==> src/rtl/fofs_pkg.sv <==
package fofs_pkg;
   // command port layout
   localparam int         ADDR_W      = 8;
   localparam int         REG_W       = 32;
   localparam logic [7:0] A_CTRL      = 8'h00;
   localparam logic [7:0] A_CFG       = 8'h04;
   localparam logic [7:0] A_EMPTY     = 8'h08;
   localparam logic [7:0] A_FULL      = 8'h0C;
   localparam logic [7:0] A_STATUS    = 8'h10;
   localparam logic [7:0] A_RB_EMPTY  = 8'h14;
   localparam logic [7:0] A_RB_FULL   = 8'h18;
   localparam int         CTRL_GO     = 0;
   localparam int         CTRL_CMD    = 1;
   localparam int         CFG_SERIAL  = 0;
   localparam int         CFG_FIRST_WORD_FALL_THROUGH    = 1;
   localparam logic [1:0] CFG_RESET   = 2'h1;
   localparam int         ST_BUSY     = 0;
   localparam int         ST_SERIAL   = 1;
   localparam int         ST_MRS_DONE = 2;
   localparam int         ST_VALID    = 3;
   localparam int         ST_AE       = 4;
   localparam int         ST_AF       = 5;
   // link timing
   localparam int MCLK_PERIOD_NS = 20;
   localparam int LINK_PERIOD_NS = 160;
   localparam int LINK_HALF      = LINK_PERIOD_NS / (2 * MCLK_PERIOD_NS);
   localparam int PH_W           = $clog2(2 * LINK_HALF);
   localparam int MRS_STEPS      = 2;
   localparam int SETTLE_SER     = 3;
   localparam int SETTLE_PAR     = 2;

   typedef enum logic [1:0] {
      CMD_MRESET   = 2'h0,
      CMD_SERIAL   = 2'h1,
      CMD_PARALLEL = 2'h2,
      CMD_READ     = 2'h3
   } cmd_t;

   typedef enum logic [2:0] {
      S_IDLE   = 3'h0,
      S_SHIFT  = 3'h1,
      S_SETTLE = 3'h3,
      S_WRITE  = 3'h2,
      S_READ   = 3'h6,
      S_RESET  = 3'h4
   } state_t;

   typedef struct packed {
      logic mrs_n;
      logic serial_mode;
      logic first_word_fall_through;
      logic load_select_n;
      logic write_enable_n;
      logic read_enable_n;
      logic serial_enable_n;
      logic serial_clock;
      logic serial_in;
      logic write_clock;
      logic read_clock;
   } pins_t;

   localparam pins_t PINS_IDLE = '{mrs_n: 1'h1, serial_mode: 1'h1,
      first_word_fall_through: 1'h0, load_select_n: 1'h1,
      write_enable_n: 1'h1, read_enable_n: 1'h1, serial_enable_n: 1'h1,
      serial_clock: 1'h0, serial_in: 1'h0, write_clock: 1'h0,
      read_clock: 1'h0};

   function automatic int words_per_offset(input int bus_w,
                                           input int ofs_w);
      if (bus_w >= 36) return 1;
      if (bus_w >= 18) return (ofs_w > 16) ? 2 : 1;
      return (ofs_w > 16) ? 3 : 2;
   endfunction : words_per_offset
endpackage : fofs_pkg

==> src/rtl/fifo_offset_host.sv <==
// The placing of the registers and the strobed register port were left to the implementer.
`timescale 1ns/100ps
module fifo_offset_host #(
   parameter int BUS_W = 36,
   parameter int OUT_W = 36,
   parameter int OFS_W = 18
) (
   // clock and reset
   input  wire logic                          mclk,
   input  wire logic                          rst,
   // command port
   input  wire logic [fofs_pkg::ADDR_W-1:0]   addr,
   input  wire logic [fofs_pkg::REG_W-1:0]    wdata,
   input  wire logic                          wr_en,
   input  wire logic                          rd_en,
   output logic      [fofs_pkg::REG_W-1:0]    rdata,
   // fifo pins
   output fofs_pkg::pins_t                    pins,
   output logic      [BUS_W-1:0]              write_data_in,
   input  wire logic [OUT_W-1:0]              read_data_out,
   input  wire logic                          almost_empty_flag_n,
   input  wire logic                          almost_full_flag_n
);
   import fofs_pkg::*;

   localparam int WW   = words_per_offset(BUS_W, OFS_W);
   localparam int RW   = words_per_offset(OUT_W, OFS_W);
   localparam int RBUF = 2 * RW * OUT_W;
   localparam int SW   = OUT_W + 2;

   if (!(BUS_W == 9 || BUS_W == 18 || BUS_W == 36) ||
       !(OUT_W == 9 || OUT_W == 18 || OUT_W == 36) ||
       OFS_W < 10 || OFS_W > 18 || LINK_HALF < 4) begin : g_bad
      $error("fifo_offset_host: unsupported parameters");
   end

   state_t              st, next_st, start_st;
   logic [PH_W-1:0]     ph, next_ph;
   logic [5:0]          cnt, next_cnt, limit;
   logic                step_end, start, cmd_ok, hi;
   logic                valid, next_valid;
   logic                serial_latched, next_serial;
   logic                mrs_done, next_mrs_done;
   logic [RBUF-1:0]     rbuf, next_rbuf;
   logic [1:0]          cfg, next_cfg;
   logic [OFS_W-1:0]    empty_ofs, next_empty, full_ofs, next_full;
   logic [REG_W-1:0]    next_rdata;
   logic [5:0]          status;
   pins_t               next_pins;
   logic [BUS_W-1:0]    next_wdata;
   logic [2*WW*BUS_W-1:0] wbuf;
   logic [2*OFS_W-1:0]  ser_bits;
   logic [SW-1:0]       s1, s2, s3, filt, next_filt;
   logic [5:0]          nsclk, next_nsclk, nwclk, next_nwclk;
   cmd_t                cmd;

   // pins pass three flops; a bit moves only once the last two agree
   always_comb begin
      next_filt = (s2 & s3) | (filt & (s2 | s3));
   end

   always_ff @(posedge mclk or posedge rst) begin
      if (rst) begin
         s1   <= '0;
         s2   <= '0;
         s3   <= '0;
         filt <= '1;
      end else begin
         s1   <= {almost_full_flag_n, almost_empty_flag_n, read_data_out};
         s2   <= s1;
         s3   <= s2;
         filt <= next_filt;
      end
   end

   // command decode
   assign cmd      = cmd_t'(wdata[CTRL_CMD +: 2]);
   assign ser_bits = {full_ofs, empty_ofs};
   assign wbuf     = {(WW*BUS_W)'(full_ofs), (WW*BUS_W)'(empty_ofs)};

   always_comb begin
      start_st = S_RESET;
      cmd_ok   = 1'b1;
      unique case (cmd)
         CMD_MRESET: begin
            start_st = S_RESET;
         end
         CMD_SERIAL: begin
            start_st = S_SHIFT;
            cmd_ok   = mrs_done & serial_latched;
         end
         CMD_PARALLEL: begin
            start_st = S_WRITE;
            cmd_ok   = mrs_done & ~serial_latched;
         end
         CMD_READ: begin
            start_st = S_READ;
            cmd_ok   = mrs_done;
         end
      endcase
      start = wr_en && addr == A_CTRL && wdata[CTRL_GO] &&
              st == S_IDLE && cmd_ok;
   end

   // sequencer: one step is one link clock period, rising mid-step
   always_comb begin
      next_st       = st;
      next_ph       = '0;
      next_cnt      = cnt;
      next_valid    = valid;
      next_serial   = serial_latched;
      next_mrs_done = mrs_done;
      next_rbuf     = rbuf;
      step_end      = (ph == PH_W'(2 * LINK_HALF - 1));
      unique case (st)
         S_IDLE:   limit = 6'h01;
         S_RESET:  limit = 6'(MRS_STEPS);
         S_SHIFT:  limit = 6'(2 * OFS_W);
         S_WRITE:  limit = 6'(2 * WW);
         S_READ:   limit = 6'(4 * RW);
         S_SETTLE: limit = serial_latched ? 6'(SETTLE_SER)
                                          : 6'(SETTLE_PAR);
         default:  limit = 6'h01;
      endcase
      if (st == S_IDLE) begin
         next_cnt = '0;
         if (start) begin
            next_st = start_st;
            if (start_st == S_RESET) begin
               next_serial   = cfg[CFG_SERIAL];
               next_mrs_done = 1'b0;
            end
            if (start_st != S_READ)
               next_valid = 1'b0;
         end
      end else begin
         next_ph = step_end ? '0 : ph + 1'b1;
         // sample at the end of the quiet step: the pin filter lags the
         // read edge by four cycles, so the read step itself is too early
         if (st == S_READ && step_end && cnt[0])
            next_rbuf[int'(cnt[5:1]) * OUT_W +: OUT_W] =
               filt[OUT_W-1:0];
         if (step_end) begin
            next_cnt = cnt + 6'h01;
            if (cnt == limit - 6'h01) begin
               next_cnt = '0;
               next_st  = (st == S_SHIFT || st == S_WRITE) ? S_SETTLE
                                                           : S_IDLE;
               if (st == S_SETTLE)
                  next_valid = 1'b1;
               if (st == S_RESET)
                  next_mrs_done = 1'b1;
            end
         end
      end
   end

   always_ff @(posedge mclk or posedge rst) begin
      if (rst) begin
         st             <= S_IDLE;
         ph             <= '0;
         cnt            <= '0;
         valid          <= 1'b0;
         serial_latched <= 1'b0;
         mrs_done       <= 1'b0;
         rbuf           <= '0;
      end else begin
         st             <= next_st;
         ph             <= next_ph;
         cnt            <= next_cnt;
         valid          <= next_valid;
         serial_latched <= next_serial;
         mrs_done       <= next_mrs_done;
         rbuf           <= next_rbuf;
      end
   end

   // pin drive; data moves while the link clock is low
   always_comb begin
      hi         = (next_ph >= PH_W'(LINK_HALF));
      next_pins  = PINS_IDLE;
      next_pins.serial_mode             = pins.serial_mode;
      next_pins.first_word_fall_through = pins.first_word_fall_through;
      next_wdata = write_data_in;
      unique case (next_st)
         S_IDLE: begin
         end
         S_RESET: begin
            next_pins.mrs_n       = 1'b0;
            next_pins.serial_mode = cfg[CFG_SERIAL];
            next_pins.first_word_fall_through = cfg[CFG_FIRST_WORD_FALL_THROUGH];
            next_pins.write_clock = hi;
            next_pins.read_clock  = hi;
         end
         S_SHIFT: begin
            next_pins.load_select_n   = 1'b0;
            next_pins.serial_enable_n = 1'b0;
            next_pins.serial_in       = ser_bits[next_cnt];
            next_pins.serial_clock    = hi;
         end
         S_WRITE: begin
            next_pins.load_select_n  = 1'b0;
            next_pins.write_enable_n = 1'b0;
            next_pins.write_clock    = hi;
            next_wdata = wbuf[int'(next_cnt) * BUS_W +: BUS_W];
         end
         S_READ: begin
            // odd steps keep reads off for a whole read clock
            next_pins.load_select_n = 1'b0;
            next_pins.read_enable_n = next_cnt[0];
            next_pins.read_clock    = hi;
         end
         S_SETTLE: begin
            next_pins.write_clock = hi;
            next_pins.read_clock  = hi;
         end
         default: begin
         end
      endcase
   end

   always_ff @(posedge mclk or posedge rst) begin
      if (rst) begin
         pins          <= PINS_IDLE;
         write_data_in <= '0;
      end else begin
         pins          <= next_pins;
         write_data_in <= next_wdata;
      end
   end

   // command registers
   always_comb begin
      status              = '0;
      status[ST_BUSY]     = (st != S_IDLE);
      status[ST_SERIAL]   = serial_latched;
      status[ST_MRS_DONE] = mrs_done;
      status[ST_VALID]    = valid;
      status[ST_AE]       = valid & ~filt[OUT_W];
      status[ST_AF]       = valid & ~filt[OUT_W+1];
      next_cfg   = cfg;
      next_empty = empty_ofs;
      next_full  = full_ofs;
      next_rdata = '0;
      if (wr_en && st == S_IDLE) begin
         // offsets may not change under a running sequence
         if (addr == A_CFG)   next_cfg   = wdata[1:0];
         if (addr == A_EMPTY) next_empty = wdata[OFS_W-1:0];
         if (addr == A_FULL)  next_full  = wdata[OFS_W-1:0];
      end
      if (rd_en) begin
         unique case (addr)
            A_CFG:      next_rdata = REG_W'(cfg);
            A_EMPTY:    next_rdata = REG_W'(empty_ofs);
            A_FULL:     next_rdata = REG_W'(full_ofs);
            A_STATUS:   next_rdata = REG_W'(status);
            A_RB_EMPTY: next_rdata = REG_W'(rbuf[OFS_W-1:0]);
            A_RB_FULL:  next_rdata = REG_W'(rbuf[RW*OUT_W +: OFS_W]);
            default:    next_rdata = '0;
         endcase
      end
   end

   always_ff @(posedge mclk or posedge rst) begin
      if (rst) begin
         cfg       <= CFG_RESET;
         empty_ofs <= '0;
         full_ofs  <= '0;
         rdata     <= '0;
      end else begin
         cfg       <= next_cfg;
         empty_ofs <= next_empty;
         full_ofs  <= next_full;
         rdata     <= next_rdata;
      end
   end

   // edge counters watched by the checks below
   always_comb begin
      next_nsclk = (st == S_IDLE) ? '0 : nsclk +
         6'(next_pins.serial_clock & ~pins.serial_clock);
      next_nwclk = (st == S_IDLE) ? '0 : nwclk +
         6'(next_pins.write_clock & ~pins.write_clock &
            ~next_pins.write_enable_n);
   end

   always_ff @(posedge mclk or posedge rst) begin
      if (rst) begin
         nsclk <= '0;
         nwclk <= '0;
      end else begin
         nsclk <= next_nsclk;
         nwclk <= next_nwclk;
      end
   end
endmodule : fifo_offset_host

==> config.mk <==
export PLATFORM = sky130hd
export DESIGN_NAME = fifo_offset_host
export DESIGN_NICKNAME = d
export VERILOG_FILES = /design/src/rtl/fofs_pkg.sv /design/src/rtl/fifo_offset_host.sv
export SDC_FILE = /design/constraint.sdc
export NUM_CORES = 1
export LEC_CHECK = 0
export BUFFER_PORTS_ARGS = -buffer_cell sky130_fd_sc_hd__buf_4
export CAP_MARGIN = 10
export CORE_MARGIN = 10
export CORE_UTILIZATION = 53
export CTS_CLUSTER_DIAMETER = 80
export DETAILED_ROUTE_END_ITERATION = 7
export PLACE_DENSITY = 0.81
export SYNTH_ARGS = -nofsm -noshare
export SYNTH_HDL_FRONTEND = slang
export SYNTH_SLANG_ARGS = --single-unit
==> constraint.sdc <==
create_clock -name mclk -period 8.2 [get_ports mclk]
set_input_delay 0.82 -clock mclk [delete_from_list [all_inputs] [get_ports mclk]]
set_output_delay 0.82 -clock mclk [all_outputs]
set_load 0.05 [all_outputs]
==> flow_summary.yaml, run 1 <==
status:
  outcome: "completed"
critical_path:
  worstPathRequired_ns: 8.65
  r2r.worst_path.cells: 12
  slowest_stage: "a211oi_2"
  critPathLaunchType: "register"
  crit_top_cell: "ha_1"
  worstPathCellList: "buf_4 > ha_1 > ha_1 > inv_1 > fa_1 > nand3_1 > xor2_1 > nor4b_1 > nand4_1 > a211oi_2 > o221ai_1 > o21a_1"
  crit_fanout: 58
  end_kind: "register"
  cp_slowest_stage_delay_ns: 0.66
  crit_arrival_ns: 5.16
  crit_type: "reg2reg"
die:
  die_h_um: 179
  dieWidth_um: 179
  placementRows: 58
  die_area_um2: 31900
  ios: 161
  start_util_pct: 53.4
  core_area_um2: 25000
global_routing:
  grt_pass1_wl_um: 52300
  first_global_vias: 9429
  grt.total_usage_pct: 20.4
  antenna_found_initial: 0
  grt-ovfl-total: 0
  grt_max_degree: 185
yosys:
  synth.top_cell.area_share_pct: 45.6
  synth_ff_type: "dfrtp_1"
  synth.most_common_cell: "dfrtp_1"
  synth.ff_latch_count: 288
  synth_area_um2: 13300
  synth_warnings: 0
  async_reset_ff_share_pct: 100
  synth-edff-count: 0
  ys_types: 81
  synthTopCellsByArea: "dfrtp_1 46%, dfstp_2 8.9%, mux2i_1 5.3%"
  netlist_instances: 1163
  synth_top_area_cell: "dfrtp_1"
  yosysSeqAreaShare_pct: 54.4
  netlist_top_cells_count: "243 x dfrtp_1, 95 x nand2_1, 95 x nor2_1, 71 x mux2i_1, 62 x mux2_2"
  avgSynthCellArea_um2: 11.5
pwr:
  vdd_drop_max_mv: 0.237
  p_leak_nw: 6.81
  p_per_area_nw_per_um2: 311
cells_and_area:
  diodes: 0
  drive_gt1_share_pct: 24.8
  fill_cells: 1981
  final-instance-count-excl-fill: 1610
  final_cell_area_um2: 15400
  areaGrowthSynthToFinish_pct: 15.3
  fin_nets: 1358
clock_tree:
  clock_latency_ns: 0.56
  cts.sinks: 288
  cts_root_buf: "clkbuf_16"
  cts_tree: "done"
  ctsResizeCount: 0
  post_cts_buffers: 0
  cts_buffers: 29
  h-tree-depth: 1
  clkSlewWorstSetupHoldPaths_ns: 0.07
  hold_buffers: 0
  cts_max_path_buffers: 3
route:
  vias: 9379
  drc: 0
  ant_nets: 0
  drt_iter0_markers: 677
  drt-total-wl_um: 32900
  dr.pass1.iters: 6
  drt-wirelength-per-cell_um: 20.4
  avgViaCountPerCell: 5.83
timing:
  drv_slew: 0
  period_share_pct: 57.5
  rsz0062_at_grt: "false"
  setup_tns_ns: 0
  min_period_ns: 4.71
  fmax_mhz: 212
  worst_pin_slew_ns: 1.21
  setup_violations: 0
  worst_slack_ns: 3.49
  relSlewSlack_pct: 18.8
  fin_hold_ws_ns: 0.342
  hold_violations: 0
  finClkSkew_ns: 0.0130
place:
  dp_slack_ns: 3.53
  dp_cells: 1556
  hpwlAfterDp_um: 23100
  placed_area_um2: 14400
  place.gp.congestion: 0.921
  io_buffer_count: 114
worst_hold_path:
  min_path_cells: 0
  hold_class: "reg2reg"
flow_run:
  cap_violations: 0
-- state kept, by name, indices dropped and copies added, names as in the netlist --
| name | cells |
|---|---|
| valid | 1 |
| s2 | 38 |
| pins | 11 |
| s1 | 38 |
| ph | 3 |
| cfg | 2 |
| full_ofs | 18 |
| serial_latched | 1 |
| write_data_in | 18 |
| filt | 38 |
| s3 | 38 |
| st | 3 |
| empty_ofs | 18 |
| cnt | 6 |
| rdata | 18 |
| mrs_done | 1 |
| rbuf | 36 |
-- kinds of logic after synthesis --
group           count (synthesis)  share of synthesized area (%)
mux                           146                           12.6
other cells                     1                         0.0281
fa+ha+maj                      57                           4.69
compound gates                241                           12.2
flops                         288                           54.4
simple gates                  295                           10.3
xor+xnor                       19                           1.25
buf+inv                       116                           4.45
-- power by group --
part	total (mW)	internal [mW]	switching, mW	leakage [nW]
clock network	1.36	0.816	0.547	0.497
registers	1.58	1.51	0.0694	3.58
logic	1.84	0.620	1.22	2.73
-- final cells by class --
type / instances / area [µm²] / area share (%)
multi-input combinational: 790 / 5640 / 36.7
tap: 330 / 413 / 2.68
sequential: 288 / 7260 / 47.2
timing repair buffer: 127 / 966 / 6.28
clock inverter: 11 / 156 / 1.02
inverter: 21 / 87.6 / 0.569
clock buffer: 43 / 848 / 5.52
-- final timing paths --
check / slack [ns] / startpoint / to
setup / recovery: 3.49 / cnt[1] / rbuf[40]
hold / removal: 0.34 / s1[30] / s2[30]
max in group asynchronous: 6.60 / rst / full_ofs[4]
setup reg to reg: 3.49 / cnt[1] / rbuf[40]
hold reg to reg: 0.34 / s1[30] / s2[30]
min in group asynchronous: 0.52 / rst / pins[8]
-- stage by stage --
stage | utilization, % | total power [mW]
floorplan | - | 2.94
global placement | 57.6 | 3.39
detailed placement | 57.6 | 3.41
CTS | 61.6 | 4.79
global route | 61.6 | 5.03
finish | 61.6 | 4.78
-- cells in the final DEF (no fill, tap or decap), types with 18 or more instances in the layout --
cell type	instances
ha_1	18
mux2i_1	71
clkbuf_16	29
dfrtp_1	242
nand3_1	21
buf_4	126
dfstp_2	45
nand2_1	95
o21ai_0	37
conb_1	32
o22ai_1	26
o31ai_1	20
a221oi_1	18
maj3_1	38
nor2_1	95
mux2_2	62
a21oi_1	56
-- critical path: cells and delay by family (launching register included) --
kind,cells,cell delay [ns]
compound gates,3,1.15
simple gates,3,1.03
fa+ha+maj,3,1.01
buf+inv,2,0.67
xor+xnor,1,0.39
flops,1,0.35
-- per-layer routing --
layer  wire, µm  part of all wire (%)  vias up  GRT usage [%]
met5          0                     0        -              0
met4        947                   2.9        0           6.48
met3       1770                   5.4       60           2.53
met2      16600                    50      312           35.6
met1      13600                    41     4666           26.1
li1           -                     -     4341              -
No activity file was read; power rests on OpenSTA's default activity.
==> inputs of run 2 (changes only) <==
ABC_AREA = 1   (was unset)
CORE_UTILIZATION = 59   (was 53)
PLACE_DENSITY = 0.85   (was 0.81)
clock period = 4.65 ns   (was 8.2 ns; I/O delays follow)
==> flow_summary.yaml, run 2 <==
route:
  drc: 0
  drt-wirelength-per-cell_um: 20.2
  vias: 11300
  drt_iter0_markers: 908
  drt-total-wl_um: 39000
  avgViaCountPerCell: 5.84
  ant_nets: 0
  dr.pass1.iters: 5
die:
  die_h_um: 172
  start_util_pct: 59.9
  dieWidth_um: 172
  ios: 161
  core_area_um2: 22600
  placementRows: 55
  die_area_um2: 29400
cells_and_area:
  seq_area_um2: 7260
  final-instance-count-excl-fill: 1935
  post-route-util_pct: 70.6
  areaGrowthSynthToFinish_pct: 18.0
  final_cell_area_um2: 16000
  drive_gt1_share_pct: 17.9
  fill_cells: 1699
  multi_input_area_um2: 5260
  layout_common_cells: "322 x nand2_1, 243 x dfrtp_1, 147 x inv_1, 131 x buf_4, 130 x o21ai_0"
  diodes: 0
  fin_nets: 1728
  layout_commonest_cell: "nand2_1"
critical_path:
  r2r_start: "cnt[2]"
  crit_fanout: 7
  crit_arrival_ns: 4.53
  crit_type: "reg2reg"
  crit_path_start: "cnt[2]"
  critPathCapture: "rbuf[15]"
  critPathLaunchType: "register"
  reg2reg_setup_slack_ns: 0.56
  reg2reg_to: "rbuf[15]"
  worstPathRequired_ns: 5.09
  end_kind: "register"
  r2r.worst_path.cells: 16
pwr:
  p_per_area_nw_per_um2: 409
  p_sw_share_pct: 29.0
  vdd_drop_max_mv: 0.342
  p_sw_mw: 1.90
  p_clk_share_pct: 40.7
  pwr-share-comb_pct: 16.5
  internal-power_mw: 4.65
  p_leak_nw: 7.47
  p_seq_share_pct: 42.8
yosys:
  netlist_top_cells_count: "322 x nand2_1, 243 x dfrtp_1, 148 x inv_1, 130 x o21ai_0, 102 x nor2_1"
  synth_ff_type: "dfrtp_1"
  synth.ff_latch_count: 288
  synth_area_um2: 13600
  ys_types: 67
  synth-edff-count: 0
  synth_top_area_cell: "dfrtp_1"
  async_reset_ff_share_pct: 100
  yosysSeqAreaShare_pct: 53.6
  synth_warnings: 0
  avgSynthCellArea_um2: 9.10
  netlist_instances: 1489
  synth.top_cell.area_share_pct: 44.9
  synthTopCellsByArea: "dfrtp_1 45%, nand2_1 8.9%, dfstp_2 8.7%"
  synth.most_common_cell: "nand2_1"
clock_tree:
  ctsResizeCount: 0
  hold_buffers: 36
  cts.sinks: 288
  cts_buffers: 29
  cts_max_path_buffers: 3
  clock_latency_ns: 0.57
  h-tree-depth: 1
  cts_root_buf: "clkbuf_16"
  post_cts_buffers: 0
  cts_tree: "done"
  clkSlewWorstSetupHoldPaths_ns: 0.07
timing:
  finClkSkew_ns: 0.0123
  hold_violations: 0
  rsz0062_at_grt: "false"
  relSlewSlack_pct: 18.4
  drv_slew: 0
  worst_pin_slew_ns: 1.22
  worst_slack_ns: 0.564
  fmax_mhz: 245
  period_share_pct: 87.9
  setup_tns_ns: 0
  min_period_ns: 4.09
  setup_violations: 0
global_routing:
  antenna_found_initial: 1
  grt.total_usage_pct: 26.3
  first_global_vias: 11400
  grt_pass1_wl_um: 61100
  grt-ovfl-total: 0
  grt_max_degree: 155
worst_hold_path:
  min_path_cells: 1
  hold_class: "in2reg"
place:
  hpwlAfterDp_um: 27400
  dp_slack_ns: 0.701
  io_buffer_count: 114
  dp_cells: 1845
  placed_area_um2: 14500
  place.gp.congestion: 0.937
flow_run:
  cap_violations: 0
status:
  outcome: "completed"
run 2: cell type report:
type	instances	area share (%)
Clock buffer	32	4.73
Clock inverter	22	2.14
Inverter	166	3.97
Multi-Input combinational cell	973	32.9
Sequential cell	288	45.4
Tap cell	285	2.23
Timing Repair Buffer	169	8.65
run 2: critical path, stage by stage (launching register included):
cell and delay, ns:
dfrtp_1 0.46, ha_1 0.32, ha_1 0.16, inv_1 0.05
fa_1 0.54, nand2_1 0.12, nor2_1 0.12, nand2_1 0.07
nor2_1 0.23, ha_1 0.29, inv_1 0.09, nand2_1 0.06
nor3_1 0.32, a31oi_2 0.21, nor2_1 0.26, o21a_1 0.31
mux2_2 0.36
run 2: cell families after synthesis:
group	Yosys count	share of synthesized area, %
compound gates	334	15.2
xor+xnor	6	0.443
fa+ha+maj	57	4.62
buf+inv	259	8.54
flops	288	53.6
mux	7	0.563
other cells	1	0.0277
simple gates	537	17.0
run 2: how the worst min path moves through the flow:
stage / startpoint / end
after detailed placement: s1[25] / s2[25]
after global routing: read_data_out[30] / s1[30]
after CTS: read_data_out[30] / s1[30]
final: read_data_out[4] / s1[4]
after global placement: s1[14] / s2[14]
after floorplan: s1[0] / s2[0]
run 2: per-layer routing:
| metal | GRT usage, % | share of wire, % | up-vias |
|---|---|---|---|
| met3 | 4.38 | 8.1 | 126 |
| met5 | 0 | 0 | - |
| met1 | 32.1 | 38 | 5408 |
| met4 | 13.3 | 5.2 | 0 |
| met2 | 44.4 | 49 | 569 |
| li1 | - | - | 5201 |
run 2: power by group through the flow:
| stage | Combinational [mW] | Clock, mW | Sequential (mW) |
|---|---|---|---|
| detailed placement | 1.05 | 0 | 2.84 |
| floorplan | 0.707 | 0 | 2.95 |
| global placement | 1.02 | 0 | 2.83 |
| finish | 1.08 | 2.66 | 2.80 |
| global route | 1.18 | 2.79 | 2.82 |
| CTS | 1.08 | 2.69 | 2.80 |
run 2: stage by stage:
stage | hold slack (ns) | power [mW]
after CTS | 0.00224 | 6.57
after global placement | 0.331 | 3.86
after floorplan | 0.331 | 3.66
final | 0.0177 | 6.54
after detailed placement | 0.335 | 3.89
after global routing | 0.0116 | 6.79
==> inputs of run 3 (changes only) <==
CORE_UTILIZATION = 30   (was 59)
PLACE_DENSITY = 0.51   (was 0.85)
==> flow_summary.yaml, run 3 (synthesis results as in run 2) <==
critical_path:
  worstPathRequired_ns: 5.10
  crit_fanout: 16
  crit_arrival_ns: 4.43
  crit_type: "reg2reg"
  end_kind: "register"
  critPathLaunchType: "register"
route:
  drc: 0
  ant_nets: 0
  drt-total-wl_um: 41500
  dr.pass1.iters: 4
  avgViaCountPerCell: 4.85
  vias: 10800
  drt-wirelength-per-cell_um: 18.7
  drt_iter0_markers: 970
cells_and_area:
  layout_commonest_cell: "nand2_1"
  final-instance-count-excl-fill: 2218
  layout_common_cells: "322 x nand2_1, 243 x dfrtp_1, 147 x inv_1, 133 x buf_4, 130 x o21ai_0"
  fin_nets: 1701
  areaGrowthSynthToFinish_pct: 19.4
  post-route-util_pct: 36.4
  fill_cells: 4601
  drive_gt1_share_pct: 18.6
die:
  placementRows: 77
  ios: 161
  die_area_um2: 54100
  die_h_um: 233
  dieWidth_um: 233
  core_area_um2: 44400
  start_util_pct: 30.5
clock_tree:
  post_cts_buffers: 0
  hold_buffers: 0
  cts.sinks: 288
  cts_buffers: 35
  clkSlewWorstSetupHoldPaths_ns: 0.06
  cts_root_buf: "clkbuf_16"
  h-tree-depth: 2
  clock_latency_ns: 0.54
  ctsResizeCount: 0
  cts_max_path_buffers: 3
  cts_tree: "done"
global_routing:
  grt_pass1_wl_um: 64500
  grt_max_degree: 161
  grt-ovfl-total: 0
  first_global_vias: 10900
  antenna_found_initial: 0
  grt.total_usage_pct: 15.2
timing:
  hold_violations: 0
  fmax_mhz: 251
  setup_tns_ns: 0
  rsz0062_at_grt: "false"
  drv_slew: 0
  relSlewSlack_pct: 21.0
  finClkSkew_ns: 0.0194
  setup_violations: 0
  min_period_ns: 3.98
  period_share_pct: 85.7
  worst_pin_slew_ns: 1.18
place:
  place.gp.congestion: 0.915
  io_buffer_count: 114
  hpwlAfterDp_um: 30400
  dp_cells: 2154
flow_run:
  cap_violations: 0
status:
  outcome: "completed"
pwr:
  p_per_area_nw_per_um2: 414
  vdd_drop_max_mv: 0.221
  p_leak_nw: 7.42
worst_hold_path:
  hold_class: "in2reg"
[run 3: per-layer routing]
layer	track usage (%)	vias to the layer above	part of all wire, %
li1	-	5153	-
met1	19.5	5207	44
met2	24.9	328	47
met3	3.01	76	5.7
met4	5.78	0	3.2
met5	0	-	0
[run 3: power breakdown]
group | leakage [nW] | total [mW] | internal [mW] | switching, mW
Sequential | 3.58 | 2.80 | 2.70 | 0.105
Clock | 0.605 | 2.84 | 1.79 | 1.06
Combinational | 3.23 | 1.06 | 0.302 | 0.761
Total | 7.42 | 6.71 | 4.78 | 1.92
[run 3: path summary, 6_finish.rpt]
check | from | endpoint | slack, ns | depth (start not counted)
worst max-delay path | st[2] | pins[2] | 0.67 | 24
worst min-delay path | almost_empty_flag_n | s1[36] | 0.03 | 1
worst max register to register | st[2] | pins[2] | 0.67 | 24
worst min register to register | s1[37] | s2[37] | 0.35 | 0
max in group asynchronous | rst | write_data_in[12] | 3.71 | 3
min in group asynchronous | rst | pins[3] | 0.07 | 3
[run 3: area by class of cell]
cell class              count  area, µm²  share of cell area, %
diodes                      1       2.50                 0.0155
clock buffers              48       1040                   6.41
multi-input cells         973       5260                   32.5
well taps                 592        741                   4.58
repair buffers            136       1070                   6.59
inverters                 166        634                   3.92
flip-flops and latches    288       7260                   44.9
clock inverters            14        186                   1.15
[run 3: stage by stage]
stage	setup slack, ns	area, µm²	power [mW]	hold slack, ns
2_1_floorplan	0.403	13700	3.66	0.331
3_3_place_gp	0.780	14900	3.91	0.333
3_5_place_dp	0.757	14900	3.92	0.335
4_1_cts	0.736	16200	6.82	0.000128
5_1_grt	0.209	16200	7.05	0.0120
6_report	0.667	16200	6.71	0.0339
[run 3: worst max-delay path, cell delays in order (launching register included)]
cell	delay, ns
dfrtp_1	0.45
nor2_2	0.19
inv_2	0.07
o21ai_2	0.08
nand2_2	0.08
nand2_1	0.09
inv_1	0.05
ha_1	0.19
ha_1	0.29
inv_1	0.04
nand2_1	0.04
nand2_1	0.05
nor2_1	0.08
nand2_1	0.09
nor2_4	0.12
nand4_4	0.19
nand2_1	0.48
inv_1	0.44
nand2_1	0.18
a21oi_1	0.08
nor2_1	0.12
nand2_1	0.08
nand3_1	0.07
nand2_1	0.11
a21oi_1	0.20
